[src/dpsc_regs.vh]
// constants for the dual pot serial command decoder
`ifndef DPSC_REGS_VH
`define DPSC_REGS_VH
// ----------------------------------------
// opcodes, upper nibble of instruction byte; status is the whole byte, step the upper 7 bits
// ----------------------------------------
`define DPSC_OP_RD_SLOT     4'hB
`define DPSC_OP_WR_SLOT     4'hC
`define DPSC_OP_STATUS      8'h51
`define DPSC_OP_GRESTORE    4'h1
`define DPSC_OP_GSAVE       4'h8
`define DPSC_OP_SAVE        4'hE
`define DPSC_OP_RESTORE     4'hD
`define DPSC_OP_STEP        7'h10
// ----------------------------------------
// timing, reset and tap limit values
// ----------------------------------------
`define DPSC_NVW_TIME_MS    5
`define DPSC_CLK_MHZ        200
`define DPSC_NVW_CYC        (`DPSC_NVW_TIME_MS * 1000 * `DPSC_CLK_MHZ)
`define DPSC_WIPER_RST      6'h00
`define DPSC_TAP_MAX        6'h3F
`endif

[src/dpsc_decoder.v]
// serial instruction decoder for a dual 64-tap pot
//
// Function
// - slot read: opcode 1011, slot, zero, pot; device shifts out slot byte
// - slot write: opcode 1100, slot, zero, pot, then data byte stored
// - status read 01010001 returns busy flag in bit 0, bits 7..6 zero
// - global restore 0001 slot 00 loads slot of every pot into wipers
// - global save 1000 slot 00 copies every wiper into slot, then writes
// - single save 1110 copies one wiper into slot, then nonvolatile write
// - single restore 1101 loads selected slot into that pot's wiper
// - step 0010000 pot, then direction bits until chip select rises
// - programming cycle starts only when chip select returns high
// - busy flag is one while a nonvolatile write is in progress
// - input high steps wiper up, low steps it down, one tap per pulse
// - programming completes within 5 ms of its start
`timescale 1ns/1ps
`include "dpsc_regs.vh"
`default_nettype none

module dpsc_decoder #(
	parameter [5:0]  TYPE_CODE = 6'h2A,   // arbitrary device type code
	parameter        NVW_CYC   = `DPSC_NVW_CYC
) (
	input  wire        clk_i,
	input  wire        nrst_i,
	input  wire        sck_i,
	input  wire        cs_n_i,
	input  wire        sdi_i,
	input  wire        address_pin_high_i,
	input  wire        address_pin_low_i,
	output reg         sdo_o,
	output reg         sdo_oe_n_o,
	output reg  [5:0]  wiper0_o,
	output reg  [5:0]  wiper1_o,
	output reg         write_busy_flag_o
);
	// ----------------------------------------
	// input synchronisers
	// ----------------------------------------
	reg [1:0] sck_s_r, cs_s_r, sdi_s_r, ap_s_r;
	reg       sck_d_r;
	always @(posedge clk_i or negedge nrst_i) begin
		if (!nrst_i) begin
			sck_s_r <= 2'h0;
			cs_s_r  <= 2'h3;
			sdi_s_r <= 2'h0;
			ap_s_r  <= 2'h0;
			sck_d_r <= 1'b0;
		end else begin
			sck_s_r <= {sck_s_r[0], sck_i};
			cs_s_r  <= {cs_s_r[0], cs_n_i};
			sdi_s_r <= {sdi_s_r[0], sdi_i};
			ap_s_r  <= {ap_s_r[0], address_pin_high_i};
			sck_d_r <= sck_s_r[1];
		end
	end
	reg [1:0] al_s_r;
	always @(posedge clk_i or negedge nrst_i) begin
		if (!nrst_i)
			al_s_r <= 2'h0;
		else
			al_s_r <= {al_s_r[0], address_pin_low_i};
	end
	wire cs_n   = cs_s_r[1];
	wire sck_rise = sck_s_r[1] & ~sck_d_r;
	wire sck_fall = ~sck_s_r[1] & sck_d_r;
	wire sdi    = sdi_s_r[1];

	// ----------------------------------------
	// storage: 8 slots of 6 bits, index {pot, slot}
	// ----------------------------------------
	reg [5:0] slot_r [0:7];
	reg [5:0] nv_dat_r [0:7];
	reg [7:0] nv_mask_r;

	// ----------------------------------------
	// frame state
	// ----------------------------------------
	localparam [4:0] ST_ADDR = 5'b00001, ST_INST = 5'b00010,
	                 ST_DATA = 5'b00100, ST_IDLE = 5'b01000,
	                 ST_SKIP = 5'b10000;
	reg [4:0]  st_r;
	reg [2:0]  bcnt_r;
	reg [7:0]  sh_r;
	reg [7:0]  inst_r;
	reg [7:0]  tx_r;
	reg        cs_d_r;
	reg        pend_r;
	reg [31:0] nvw_cnt_r;
	wire [7:0] byte_nxt = {sh_r[6:0], sdi};
	wire       pot = inst_r[0];
	wire [1:0] sel = inst_r[3:2];
	wire [7:0] addr_ok = {TYPE_CODE, ap_s_r[1], al_s_r[1]};
	integer k;

	always @(posedge clk_i or negedge nrst_i) begin
		if (!nrst_i) begin
			st_r <= ST_ADDR;
			bcnt_r <= 3'h0;
			sh_r <= 8'h00;
			inst_r <= 8'h00;
			tx_r <= 8'h00;
			cs_d_r <= 1'b1;
			pend_r <= 1'b0;
			nvw_cnt_r <= 32'h0;
			nv_mask_r <= 8'h00;
			sdo_o <= 1'b0;
			sdo_oe_n_o <= 1'b1;
			wiper0_o <= `DPSC_WIPER_RST;
			wiper1_o <= `DPSC_WIPER_RST;
			write_busy_flag_o <= 1'b0;
			for (k = 0; k < 8; k = k + 1) begin
				slot_r[k] <= `DPSC_WIPER_RST;
				nv_dat_r[k] <= `DPSC_WIPER_RST;
			end
		end else begin
			cs_d_r <= cs_n;
			// programming timer
			if (nvw_cnt_r != 32'h0) begin
				nvw_cnt_r <= nvw_cnt_r - 32'h1;
				if (nvw_cnt_r == 32'h1) begin
					write_busy_flag_o <= 1'b0;
					for (k = 0; k < 8; k = k + 1)
						if (nv_mask_r[k])
							slot_r[k] <= nv_dat_r[k];
					nv_mask_r <= 8'h00;
				end
			end
			if (cs_n) begin
				st_r <= ST_ADDR;
				bcnt_r <= 3'h0;
				sdo_oe_n_o <= 1'b1;
				if (!cs_d_r && pend_r && !write_busy_flag_o) begin
					pend_r <= 1'b0;
					write_busy_flag_o <= 1'b1;
					nvw_cnt_r <= NVW_CYC[31:0];
				end else if (!cs_d_r) begin
					pend_r <= 1'b0;
					nv_mask_r <= write_busy_flag_o ? nv_mask_r : 8'h00;
				end
			end else if (sck_rise) begin
				sh_r <= byte_nxt;
				bcnt_r <= bcnt_r + 3'h1;
				if (st_r == ST_IDLE && inst_r[7:1] == `DPSC_OP_STEP) begin
					if (pot) begin
						if (sdi && wiper1_o != `DPSC_TAP_MAX)
							wiper1_o <= wiper1_o + 6'h1;
						else if (!sdi && wiper1_o != 6'h00)
							wiper1_o <= wiper1_o - 6'h1;
					end else begin
						if (sdi && wiper0_o != `DPSC_TAP_MAX)
							wiper0_o <= wiper0_o + 6'h1;
						else if (!sdi && wiper0_o != 6'h00)
							wiper0_o <= wiper0_o - 6'h1;
					end
				end else if (bcnt_r == 3'h7) begin
					case (st_r)
					ST_ADDR: begin
						if (byte_nxt == addr_ok)
							st_r <= ST_INST;
						else
							st_r <= ST_SKIP;
					end
					ST_INST: begin
						inst_r <= byte_nxt;
						st_r <= ST_IDLE;
						if (byte_nxt == `DPSC_OP_STATUS) begin
							tx_r <= {7'h00, write_busy_flag_o};
							st_r <= ST_DATA;
						end else if (byte_nxt[7:4] == `DPSC_OP_RD_SLOT && !byte_nxt[1]) begin
							tx_r <= {2'b00, slot_r[{byte_nxt[0], byte_nxt[3:2]}]};
							st_r <= ST_DATA;
						end else if (byte_nxt[7:4] == `DPSC_OP_WR_SLOT && !byte_nxt[1]) begin
							st_r <= ST_DATA;
						end else if (byte_nxt[7:4] == `DPSC_OP_RESTORE && !byte_nxt[1]) begin
							if (byte_nxt[0])
								wiper1_o <= slot_r[{1'b1, byte_nxt[3:2]}];
							else
								wiper0_o <= slot_r[{1'b0, byte_nxt[3:2]}];
						end else if (byte_nxt[7:4] == `DPSC_OP_GRESTORE && byte_nxt[1:0] == 2'b00) begin
							wiper0_o <= slot_r[{1'b0, byte_nxt[3:2]}];
							wiper1_o <= slot_r[{1'b1, byte_nxt[3:2]}];
						end else if (!write_busy_flag_o && byte_nxt[7:4] == `DPSC_OP_SAVE
							&& !byte_nxt[1]) begin
							nv_mask_r[{byte_nxt[0], byte_nxt[3:2]}] <= 1'b1;
							nv_dat_r[{byte_nxt[0], byte_nxt[3:2]}] <=
								byte_nxt[0] ? wiper1_o : wiper0_o;
							pend_r <= 1'b1;
						end else if (!write_busy_flag_o && byte_nxt[7:4] == `DPSC_OP_GSAVE
							&& byte_nxt[1:0] == 2'b00) begin
							nv_mask_r[{1'b0, byte_nxt[3:2]}] <= 1'b1;
							nv_mask_r[{1'b1, byte_nxt[3:2]}] <= 1'b1;
							nv_dat_r[{1'b0, byte_nxt[3:2]}] <= wiper0_o;
							nv_dat_r[{1'b1, byte_nxt[3:2]}] <= wiper1_o;
							pend_r <= 1'b1;
						end
					end
					ST_DATA: begin
						st_r <= ST_SKIP;
						if (inst_r[7:4] == `DPSC_OP_WR_SLOT && !write_busy_flag_o) begin
							nv_mask_r[{pot, sel}] <= 1'b1;
							nv_dat_r[{pot, sel}] <= byte_nxt[5:0];
							pend_r <= 1'b1;
						end
					end
					default: st_r <= ST_SKIP;
					endcase
				end
			end else if (sck_fall) begin
				// shift data out on the falling edge for modes 0 and 3
				if (st_r == ST_DATA && inst_r[7:4] != `DPSC_OP_WR_SLOT) begin
					sdo_oe_n_o <= 1'b0;
					sdo_o <= tx_r[3'h7 - bcnt_r];
				end else begin
					sdo_oe_n_o <= 1'b1;
				end
			end
		end
	end
endmodule // dpsc_decoder

`default_nettype wire

[config.mk]
export PLATFORM = sky130hd
export DESIGN_NAME = dpsc_decoder
export DESIGN_NICKNAME = d
export VERILOG_FILES = /design/src/dpsc_decoder.v
export VERILOG_INCLUDE_DIRS = /design/src
export SDC_FILE = /design/constraint.sdc
export NUM_CORES = 1
export LEC_CHECK = 0
export ABC_AREA = 1
export BUFFER_PORTS_ARGS = -buffer_cell sky130_fd_sc_hd__buf_2
export CORE_MARGIN = 8
export CORE_UTILIZATION = 45
export CTS_BUF_LIST = sky130_fd_sc_hd__clkbuf_8
export DETAILED_ROUTE_END_ITERATION = 10
export SYNTH_ARGS = -nofsm -noshare
export SYNTH_HDL_FRONTEND = slang
export SYNTH_SLANG_ARGS = --single-unit
[constraint.sdc]
create_clock -name clk_i -period 3.3 [get_ports clk_i]
set_clock_uncertainty 0.05 [all_clocks]
set_input_delay 0.33 -clock clk_i [delete_from_list [all_inputs] [get_ports clk_i]]
set_output_delay 0.33 -clock clk_i [all_outputs]
set_load 0.05 [all_outputs]
==> qor.csv, run 1 <==
metric,value,unit
status,"finished, final reports clean",
port bufs,21,
post-CTS resize count,0,
Worst VDD drop,0.1880,mV
"Top cell by count, worst path",nand2_1,
crit end category,flip-flop,
latest clock arrival within the worst-skew pair,0.49,ns
H-tree levels,4,
clk buf depth,2,
Post-CTS Setup Repair Bufs,0,
Sequential Area,0.004836,mm^2
critical path peak fanout,13,
leading area contributor after synthesis,dfrtp_1,
first-pass GRT wire length,51160,um
CP Cell Sequence,nand2_1 -> ha_1 -> a21oi_1 -> nand2_1 -> xnor2_1 -> nor2_1 -> a21oi_1 -> nand3_1 -> nand2_1 -> inv_1,
power share of the clock group,36.5,%
I/O pin count,22,
hpwl dp,23380,um
Synth area leaders,"dfrtp_1 (44%), nand2_1 (15%), nand3_1 (5.4%), nor2_1 (4.9%), a41oi_1 (3.4%)",
HP Class,reg2reg,
Final #Nets,1409,
WP data required,3.64,ns
Antenna Violating Nets Remaining,0,
Fillers,2401,
internal power,3.138,mW
Startpoint Class,flip-flop,
CTS Root Cell,clkbuf_8,
Syn Std Cell Area,0.01068,mm^2
Via-to-Cell Ratio,5.592,
DP Area,0.01105,mm^2
WP buf/inv,1,
die area,0.02892,mm^2
post-route total power,4.529,mW
initial drt markers,1100,
wire length per cell,18.51,um
CTS clock-pin slew for the worst setup and hold paths,0.12,ns
Total GRT Usage,22.69,%
# diodes,0,
Die X,170.1,um
Psw,1.391,mW
kind of cell adding the most delay to the critical path,flip-flops,
Worst slew margin,51.99,%
part of the power in registers,53.9,%
Routed WL,31810,um
max-cap violation count,0,
primary flip-flop cell chosen by synthesis mapping,dfrtp_1,
FP Rows,56,
share of cells above drive strength 1,9.214,%
initial antenna violation count,0,
TNS Setup,0,ns
Sink Count,193,
largest stage delay on the critical path,0.78,ns
period utilization,75.98,%
DRC viols,0,
Pleak,5.763,nW
chip height,170.1,um
Max Freq,398.8,MHz
Post-CTS Hold Fix Bufs,6,
Netlist cell types,46,
Slew Limit Fails,0,
initial core utilization,45.64,%
final hold violations,0,
vias in the first global route,9001,
Multi-input gate area,0.005240,mm^2
grt ovf,0,
"Seq/Total Area, Yosys",45.28,%
drt first pass iters,8,
Post-synth ARST share,100.0,%
Syn Inst Count,1386,
Synth Area per Inst,7.706,um^2
Yosys top cell area share,44.05,%
fin area,0.01152,mm^2
core area,0.02340,mm^2
final setup violation count,0,
Net Sw Frac,30.71,%
CP max stage cell,dfrtp_1,
YS warnings,0,
RePlAce Congestion,0.9834,
actual slew at the worst max-slew pin,0.7201,ns
Post-synth EDFFs,0,
Area Overhead vs Synth,7.884,%
kind of critical path,reg2reg,
largest net degree at the start of global routing,88,
WP data arrival,2.84,ns
logic gate share of total power,9.6,%
syn_nets,1408,
Tmin final,2.507,ns
pwr/cell area,393.1,mW/mm^2
unrepaired setup endpoints after global routing,false,
synthesis-stage register bit count,193,
total CTS buffers,17,
CTS tree,yes,
vias,9613,
## power by group through the flow
stage | Clock, mW | Combinational [mW] | Sequential [mW]
after floorplan | 0 | 0.253 | 2.47
after global placement | 0 | 0.419 | 2.48
after detailed placement | 0 | 0.419 | 2.49
after CTS | 1.70 | 0.426 | 2.44
after global routing | 1.79 | 0.474 | 2.45
final | 1.65 | 0.435 | 2.44
## routing by layer
metal | up-vias | part of all wire, % | global-route usage (%)
met5 | - | 0 | 0
met4 | 0 | 3.0 | 7.857
met3 | 58 | 7.6 | 4.171
met2 | 387 | 44 | 33.94
met1 | 4495 | 46 | 32.45
li1 | 4673 | - | -
## cell type report
class	count	share of cell area (%)
well taps	319	3.464
inverters	84	2.758
flip-flops and latches	193	41.97
repair buffers	43	2.769
clock buffers	18	2.150
clock inverters	14	1.412
multi-input cells	1048	45.48
## registers in the layout, summed over array words and instances (netlist names)
| name | flops |
|---|---|
| nv_dat_r | 48 |
| slot_r | 48 |
| nvw_cnt_r | 32 |
| inst_r | 8 |
| nv_mask_r | 8 |
| sh_r | 7 |
| tx_r | 6 |
| wiper0_o | 6 |
| wiper1_o | 6 |
| st_r | 5 |
| bcnt_r | 3 |
| al_s_r | 2 |
| ap_s_r | 2 |
| cs_s_r | 2 |
| sck_s_r | 2 |
| sdi_s_r | 2 |
| cs_d_r | 1 |
| pend_r | 1 |
| sck_d_r | 1 |
| sdo_o | 1 |
| sdo_oe_n_o | 1 |
| write_busy_flag_o | 1 |
## logic make-up after synthesis
logic type / count (synthesis) / synth area share [%]
simple gates: 783 / 31.71
compound gates: 222 / 13.02
flops: 193 / 45.28
buf+inv: 145 / 5.787
xor+xnor: 27 / 2.214
fa+ha+maj: 15 / 1.898
mux: 1 / 0.09372
## path summary, 6_finish.rpt
path | start | endpoint | slack (ns) | cells past startpoint
max in group asynchronous | nrst_i | nv_dat_r[33] | 1.98 | 3
worst max register to register | sdi_s_r[1] | wiper0_o[3] | 0.79 | 10
worst min register to register | ap_s_r[0] | ap_s_r[1] | 0.31 | 0
min in group asynchronous | nrst_i | nvw_cnt_r[3] | 0.41 | 2
worst min-delay path | ap_s_r[0] | ap_s_r[1] | 0.31 | 0
worst max-delay path | sdi_s_r[1] | wiper0_o[3] | 0.79 | 10
## synth_stat cells (8+ instances only)
| cell | instances |
|---|---|
| nand3_2 | 8 |
| nor2_1 | 139 |
| clkbuf_1 | 26 |
| nor3_1 | 48 |
| nand4_1 | 23 |
| ha_1 | 13 |
| xnor2_1 | 11 |
| xor2_1 | 16 |
| o21ai_0 | 51 |
| inv_2 | 14 |
| o21ai_1 | 61 |
| a22oi_1 | 15 |
| a21oi_1 | 25 |
| buf_2 | 24 |
| a41oi_1 | 42 |
| dfrtp_1 | 188 |
| nand2_1 | 421 |
| inv_1 | 69 |
| nand3_1 | 116 |
## layout by cell type, fill, tap and decap left out, types with 5 or more instances in the layout
master / instances
ha_1: 13
o21ai_1: 61
a21oi_1: 25
nand3_1: 116
nor3_1: 47
nand3_2: 8
xor2_1: 16
inv_8: 5
nand2_2: 7
inv_2: 14
a22oi_1: 15
a41oi_1: 42
inv_1: 69
dlygate4sd3_1: 6
buf_2: 20
buf_4: 14
clkbuf_8: 19
dfstp_2: 5
xnor2_1: 11
nor2_2: 6
nand2_1: 421
o22ai_1: 6
o21ai_0: 51
nor2_1: 139
dfrtp_1: 188
nand4_1: 23
## stage by stage
step                      setup WS, ns  instances  utilization [%]  hold WS (ns)
after detailed placement        0.8164       1681            47.23        0.2847
after global placement          0.8659       1681            47.23        0.2830
after CTS                       0.7818       1719            49.24        0.3131
after global routing            0.5108       1719            49.24        0.3200
final                           0.7927       1719            49.24        0.3123
after floorplan                 0.7232       1386                -      -0.01559
Power figures use the tool's default switching activity.
==> inputs of run 2 (changes only) <==
==> constraint.sdc (replaced) <==
create_clock -name clk_i -period 2 [get_ports clk_i]
set_clock_uncertainty 0.05 [all_clocks]
set_input_delay 0.2 -clock clk_i [delete_from_list [all_inputs] [get_ports clk_i]]
set_output_delay 0.2 -clock clk_i [all_outputs]
set_load 0.05 [all_outputs]
==> run 2 against run 1 <==
Count of clock-buffer cells in the layout decreased by 1. Clock power increased by 60%. Die area unchanged. Critical path depth increased by 3. Non-clock buffer count increased by 139. Global-route usage increased by 0.43 points. Sequential power increased by 65%. Worst setup slack got worse by 0.76 ns. Cell count increased by 8.1%. Combinational power increased by 120%. Critical endpoint unchanged. Highest routed layer unchanged.
==> qor.csv, run 2 (same netlist as run 1, synthesis figures left out) <==
metric,value,unit,change
final setup violation count,0,,unchanged
CP max stage cell,dfstp_2,,was dfrtp_1
share of cells above drive strength 1,23.07,%,was 9.214%
drt first pass iters,5,,was 8
initial core utilization,45.64,%,unchanged
Total GRT Usage,23.12,%,was 22.69%
Area Overhead vs Synth,23.04,%,was 7.884%
clk buf depth,2,,unchanged
pre-CTS setup slack,-0.0001077,ns,was 0.8164 ns
Fillers,2223,,"was 2,401"
initial antenna violation count,0,,unchanged
HP Class,in2async,,was reg2reg
crit end category,flip-flop,,unchanged
status,"finished, final reports clean",,unchanged
pwr/cell area,579.0,mW/mm^2,was 393.1 mW/mm^2
H-tree levels,4,,unchanged
Placed Cells,1797,,"was 1,681"
worst hold slack,0.1592,ns,was 0.3123 ns
grt ovf,0,,unchanged
hpwl dp,24460,um,"was 23,380 um"
period utilization,98.23,%,was 75.98%
Via-to-Cell Ratio,5.469,,was 5.592
CP Cell Sequence,inv_1 -> nand2_2 -> nor2_1 -> nand2_1 -> nor2_1 -> buf_4 -> nand2_1 -> nand3b_1 -> nor2_4 -> buf_4 -> nand3_1 -> nand2_1 -> inv_1,,was nand2_1 -> ha_1 -> a21oi_1 -> nand2_1 -> xnor2_1 -> nor2_1 -> a21oi_1 -> nand3_1 -> nand2_1 -> inv_1
die area,0.02892,mm^2,unchanged
first-pass GRT wire length,52430,um,"was 51,160 um"
Tmin final,1.965,ns,was 2.507 ns
# diodes,0,,unchanged
Slew Limit Fails,0,,unchanged
CTS Root Cell,clkbuf_8,,unchanged
FP Rows,56,,unchanged
Max Freq,509.0,MHz,was 398.8 MHz
wire length per cell,17.90,um,was 18.51 um
I/O pin count,22,,unchanged
WP data required,2.33,ns,was 3.64 ns
total CTS buffers,17,,unchanged
Worst slew margin,46.53,%,was 51.99%
port bufs,21,,unchanged
Antenna Violating Nets Remaining,0,,unchanged
CTS clock-pin slew for the worst setup and hold paths,0.12,ns,about the same
largest stage delay on the critical path,0.58,ns,was 0.78 ns
chip height,170.1,um,unchanged
latest clock arrival within the worst-skew pair,0.48,ns,was 0.49 ns
CTS tree,yes,,unchanged
"most common cell after layout, fill and taps aside",nand2_1,,unchanged
vias,10160,,"was 9,613"
biggest regs,"nv_dat_r (48), slot_r (48), nvw_cnt_r (32)",,unchanged
Die X,170.1,um,unchanged
unrepaired setup endpoints after global routing,true,,was false
Sink Count,193,,unchanged
Layout Cells excl Fill,1858,,"was 1,719"
initial drt markers,1002,,"was 1,100"
final hold violations,0,,unchanged
RePlAce Congestion,0.9805,,was 0.9834
core area,0.02340,mm^2,unchanged
Pleak,6.553,nW,was 5.763 nW
Final #Nets,1548,,"was 1,409"
final worst setup slack,0.03549,ns,was 0.7927 ns
"Top cell by count, worst path",nand2_1,,unchanged
actual slew at the worst max-slew pin,0.7967,ns,was 0.7201 ns
largest net degree at the start of global routing,76,,was 88
most frequent cells in the layout,"nand2_1 (385), dfrtp_1 (171), buf_4 (131)",,"was nand2_1 (421), dfrtp_1 (188), nor2_1 (139)"
Startpoint Class,flip-flop,,unchanged
WP data arrival,2.30,ns,was 2.84 ns
kind of critical path,reg2reg,,unchanged
DRC viols,0,,unchanged
critical path peak fanout,4,,was 13
Routed WL,33270,um,"was 31,810 um"
Worst VDD drop,0.4260,mV,was 0.1880 mV
vias in the first global route,9582,,"was 9,001"
max-cap violation count,0,,unchanged
[run 2: what timing repair did]
item,4_1_cts,5_1_grt
setup endpoints to repair,15,139
resized for setup,5,107
cloned,0,4
hold buffers,6,0
setup buffers,1,18
endpoints found under the hold margin,122,0
pin swaps,0,31
[run 2: area by class of cell]
| cell class | count | area (um^2) | share of cell area, % |
|---|---|---|---|
| multi-input combinational | 1048 | 5594 | 42.57 |
| sequential | 193 | 4857 | 36.96 |
| timing repair buffer | 182 | 1564 | 11.90 |
| tap | 319 | 399.1 | 3.037 |
| inverter | 84 | 325.3 | 2.475 |
| clock buffer | 17 | 234.0 | 1.780 |
| clock inverter | 15 | 167.7 | 1.276 |
[run 2: worst max-delay path, delay by kind of cell (launching register included)]
kind          cells  cell delay, ns
simple gates      9            0.84
buf+inv           4            0.41
flops             1            0.58
[run 2: per-layer routing]
layer / vias to the layer above / GRT usage [%] / part of all wire (%)
met5: - / 0 / 0
met4: 0 / 6.712 / 2.4
met3: 53 / 4.634 / 6.5
met2: 381 / 34.18 / 45
met1: 4788 / 33.67 / 46
li1: 4940 / - / -
[run 2: final timing paths]
path | from | endpoint | slack [ns] | cells past startpoint
max in group asynchronous | nrst_i | wiper0_o[1] | 1.07 | 3
worst min-delay path | nrst_i | nvw_cnt_r[7] | 0.16 | 2
worst max-delay path | st_r[0] | wiper0_o[3] | 0.04 | 13
min in group clk_i | sdi_s_r[0] | sdi_s_r[1] | 0.31 | 0
worst min register to register | sdi_s_r[0] | sdi_s_r[1] | 0.31 | 0
worst max register to register | st_r[0] | wiper0_o[3] | 0.04 | 13
[run 2: power by group]
part / internal, mW / total [mW] / switching, mW
registers: 3.95 / 4.02 / 0.0656
clock network: 1.05 / 2.64 / 1.58
logic: 0.314 / 0.953 / 0.640
total: 5.32 / 7.61 / 2.29
[run 2: through the flow]
stage / instance area (um^2) / power, mW / setup TNS, ns / utilization [%]
2_1_floorplan: 10780 / 4.500 / -0.8927 / -
3_3_place_gp: 12100 / 4.975 / 0 / 51.69
3_5_place_dp: 12100 / 4.981 / -0.0001077 / 51.69
4_1_cts: 12580 / 7.625 / 0 / 53.75
5_1_grt: 13140 / 7.909 / -5.947 / 56.15
6_report: 13140 / 7.609 / 0 / 56.15
==> inputs of run 3 (changes only) <==
--- a/config.mk
+++ b/config.mk
@@ -6,12 +6,13 @@
 export SDC_FILE = /design/constraint.sdc
 export NUM_CORES = 1
 export LEC_CHECK = 0
-export ABC_AREA = 1
+export ABC_AREA = 0
 export BUFFER_PORTS_ARGS = -buffer_cell sky130_fd_sc_hd__buf_2
 export CORE_MARGIN = 8
 export CORE_UTILIZATION = 45
-export CTS_BUF_LIST = sky130_fd_sc_hd__clkbuf_8
+export CTS_BUF_LIST = sky130_fd_sc_hd__clkbuf_4 sky130_fd_sc_hd__clkbuf_8
 export DETAILED_ROUTE_END_ITERATION = 10
+export SKIP_LAST_GASP = 1
 export SYNTH_ARGS = -nofsm -noshare
 export SYNTH_HDL_FRONTEND = slang
 export SYNTH_SLANG_ARGS = --single-unit
==> run 3 against run 2 <==
The flow now finishes with violations (setup timing). Final area rose by 2.1%. Core utilization grew 5.7 points. Cell count is 25% lower. Wire length fell by 17%. Largest cell class unchanged. Worst hold slack better by 0.012 ns. Non-clock buffer count grew 59. Count of clock-buffer cells in the layout did not move. Combinational power up 35%. Critical path depth fell by 8. Via count decreased by 22%.
==> qor.csv, run 3 <==
metric,value,unit,change
Worst VDD drop,0.4016,mV,was 0.4260 mV
Startpoint Class,flip-flop,,unchanged
Multi-input gate area,0.005789,mm^2,was 0.005594 mm^2
vias,7963,,"was 10,160"
failing checks,setup timing,,
Synth top cells by count,"dfrtp_1 (188), mux2_2 (116), nand2_1 (78)",,"was nand2_1 (421), dfrtp_1 (188), nor2_1 (139)"
actual slew at the worst max-slew pin,0.6275,ns,was 0.7967 ns
hpwl dp,19810,um,"was 24,460 um"
CTS tree,yes,,unchanged
initial drt markers,529,,"was 1,002"
Total GRT Usage,21.31,%,was 23.12%
DRC viols,0,,unchanged
DP Area,0.01198,mm^2,was 0.01210 mm^2
pre-CTS setup slack,-0.6405,ns,was -0.0001077 ns
Max Freq,381.4,MHz,was 509.0 MHz
clk buf depth,2,,unchanged
final setup violation count,147,,was 0
TNS Setup,-48.64,ns,was 0 ns
Netlist cell types,66,,was 46
kind of cell adding the most delay to the critical path,simple AND/OR/NAND/NOR gates,,unchanged
die area,0.02691,mm^2,was 0.02892 mm^2
synthesis-stage register bit count,193,,unchanged
share of cells above drive strength 1,50.67,%,was 23.07%
Tmin final,2.622,ns,was 1.965 ns
max-cap violation count,0,,unchanged
HP Class,in2async,,unchanged
grt ovf,0,,unchanged
Die X,164.0,um,was 170.1 um
WP buf/inv,0,,was 4
WP data required,2.34,ns,was 2.33 ns
CTS Root Cell,clkbuf_8,,unchanged
drt first pass iters,5,,unchanged
# diodes,0,,unchanged
wire length per cell,19.72,um,was 17.90 um
final hold violations,0,,unchanged
period utilization,131.1,%,was 98.23%
status,finished with violations,,"was finished, final reports clean"
Fillers,1733,,"was 2,223"
fin area,0.01342,mm^2,was 0.01314 mm^2
chip height,164.0,um,was 170.1 um
most frequent cells in the layout,"buf_4 (183), dfrtp_1 (170), mux2_2 (111)",,"was nand2_1 (385), dfrtp_1 (171), buf_4 (131)"
critical path peak fanout,6,,was 4
Sequential Area,0.004858,mm^2,was 0.004857 mm^2
post-route total power,8.006,mW,was 7.609 mW
primary flip-flop cell chosen by synthesis mapping,dfrtp_1,,unchanged
Area Overhead vs Synth,36.03,%,was 23.04%
CP max stage cell,or4_4,,was dfstp_2
largest stage delay on the critical path,0.57,ns,was 0.58 ns
Syn Inst Count,880,,"was 1,386"
kind of critical path,reg2reg,,unchanged
worst hold slack,0.1709,ns,was 0.1592 ns
YS warnings,0,,unchanged
"Seq/Total Area, Yosys",49.04,%,was 45.28%
"Top cell by count, worst path",or4_4,,was nand2_1
Synth area leaders,"dfrtp_1 (48%), mux2_2 (13%), mux4_2 (3.0%), nand2_1 (3.0%), o21ai_0 (2.7%)",,"was dfrtp_1 (44%), nand2_1 (15%), nand3_1 (5.4%), nor2_1 (4.9%), a41oi_1 (3.4%)"
Pleak,6.119,nW,was 6.553 nW
Via-to-Cell Ratio,5.708,,was 5.469
Post-synth EDFFs,0,,unchanged
Antenna Violating Nets Remaining,0,,unchanged
Syn Std Cell Area,0.009862,mm^2,was 0.01068 mm^2
Routed WL,27510,um,"was 33,270 um"
final worst setup slack,-0.6220,ns,was 0.03549 ns
initial antenna violation count,0,,unchanged
initial core utilization,45.47,%,was 45.64%
RePlAce Congestion,0.8415,,was 0.9805
port bufs,21,,unchanged
largest net degree at the start of global routing,56,,was 76
Worst slew margin,57.94,%,was 46.53%
Synth Area per Inst,11.21,um^2,was 7.706 um^2
pwr/cell area,596.8,mW/mm^2,was 579.0 mW/mm^2
core area,0.02169,mm^2,was 0.02340 mm^2
Slew Limit Fails,0,,unchanged
most common cell in the netlist,dfrtp_1,,was nand2_1
Post-synth ARST share,100.0,%,unchanged
CTS clock-pin slew for the worst setup and hold paths,0.11,ns,was 0.12 ns
H-tree levels,4,,unchanged
vias in the first global route,8185,,"was 9,582"
I/O pin count,22,,unchanged
FP Rows,54,,was 56
Final #Nets,1125,,"was 1,548"
latest clock arrival within the worst-skew pair,0.47,ns,was 0.48 ns
total CTS buffers,17,,unchanged
unrepaired setup endpoints after global routing,true,,unchanged
biggest regs,"nv_dat_r (48), slot_r (48), nvw_cnt_r (32)",,unchanged
WP data arrival,2.96,ns,was 2.30 ns
Yosys top cell area share,47.70,%,was 44.05%
crit end category,flip-flop,,unchanged
first-pass GRT wire length,44700,um,"was 52,430 um"
leading area contributor after synthesis,dfrtp_1,,unchanged
Sink Count,193,,unchanged
syn_nets,902,,"was 1,408"
CP Cell Sequence,or4_4 -> or4_4 -> or4_4 -> or4_4 -> a21oi_2,,was inv_1 -> nand2_2 -> nor2_1 -> nand2_1 -> nor2_1 -> buf_4 -> nand2_1 -> nand3b_1 -> nor2_4 -> buf_4 -> nand3_1 -> nand2_1 -> inv_1
"most common cell after layout, fill and taps aside",buf_4,,was nand2_1
run 3: cell count changes in the layout (fill, tap and decap cells not counted), moves of 23 or more:
cell	delta
o2bb2ai_1	+24
a41oi_1	-42
o21ai_1	-54
mux2_2	+111
inv_1	-59
nand2_2	-23
buf_4	+52
nand3_1	-94
nor2_1	-89
nand2_1	-320
nor3_1	-38
run 3: layout make-up:
cell class,count,area share [%]
tap,280,2.611
clock inverter,14,1.278
sequential,193,36.22
timing repair buffer,241,14.62
inverter,12,0.3731
clock buffer,17,1.744
multi-input combinational,638,43.15
run 3: where the power goes:
part / leakage, nW / total, mW / switching, mW / internal, mW
Sequential: 2.62 / 4.10 / 0.127 / 3.98
Combinational: 3.30 / 1.29 / 0.700 / 0.586
Clock: 0.197 / 2.61 / 1.57 / 1.05
run 3: logic make-up after synthesis:
| logic type | Yosys count | share of synthesized area [%] |
|---|---|---|
| compound gates | 192 | 13.09 |
| mux | 142 | 17.53 |
| flops | 193 | 49.04 |
| simple gates | 271 | 14.87 |
| buf+inv | 50 | 1.903 |
| xor+xnor | 17 | 1.510 |
| fa+ha+maj | 15 | 2.055 |
run 3: stage by stage:
stage / util (%) / instances
after global placement: 55.24 / 1334
after CTS: 60.07 / 1386
after detailed placement: 55.24 / 1334
final: 61.86 / 1395
after global routing: 61.86 / 1395
after floorplan: - / 880
run 3: per-layer routing:
| layer | share of wire, % | vias up | global-route usage [%] | wire (um) |
|---|---|---|---|---|
| met5 | 0 | - | 0 | 0 |
| met4 | 2.8 | 0 | 7.190 | 772 |
| met3 | 2.9 | 38 | 3.283 | 811 |
| met2 | 49 | 144 | 34.54 | 13350 |
| met1 | 46 | 4045 | 28.78 | 12580 |
| li1 | - | 3736 | - | - |
run 3: repair_timing:
item                                    in CTS  in global routing
pin swaps                                   56                 36
buffers inserted                            15                 10
hold buffers                                 6                  0
endpoints found under the hold margin      109                  0
gates resized for setup                     97                 71
endpoints found under the setup margin     165                160
cloned                                       0                  1
run 3: worst paths after layout:
check / start / to / slack [ns] / cells past startpoint
max reg2reg: nvw_cnt_r[18] / nvw_cnt_r[25] / -0.62 / 5
min: nrst_i / nvw_cnt_r[14] / 0.17 / 2
max in group asynchronous: nrst_i / sdo_oe_n_o / 0.99 / 3
min in group clk_i: sdi_i / sdi_s_r[0] / 0.31 / 2
min reg2reg: cs_s_r[0] / cs_s_r[1] / 0.31 / 0
max: nvw_cnt_r[18] / nvw_cnt_r[25] / -0.62 / 5
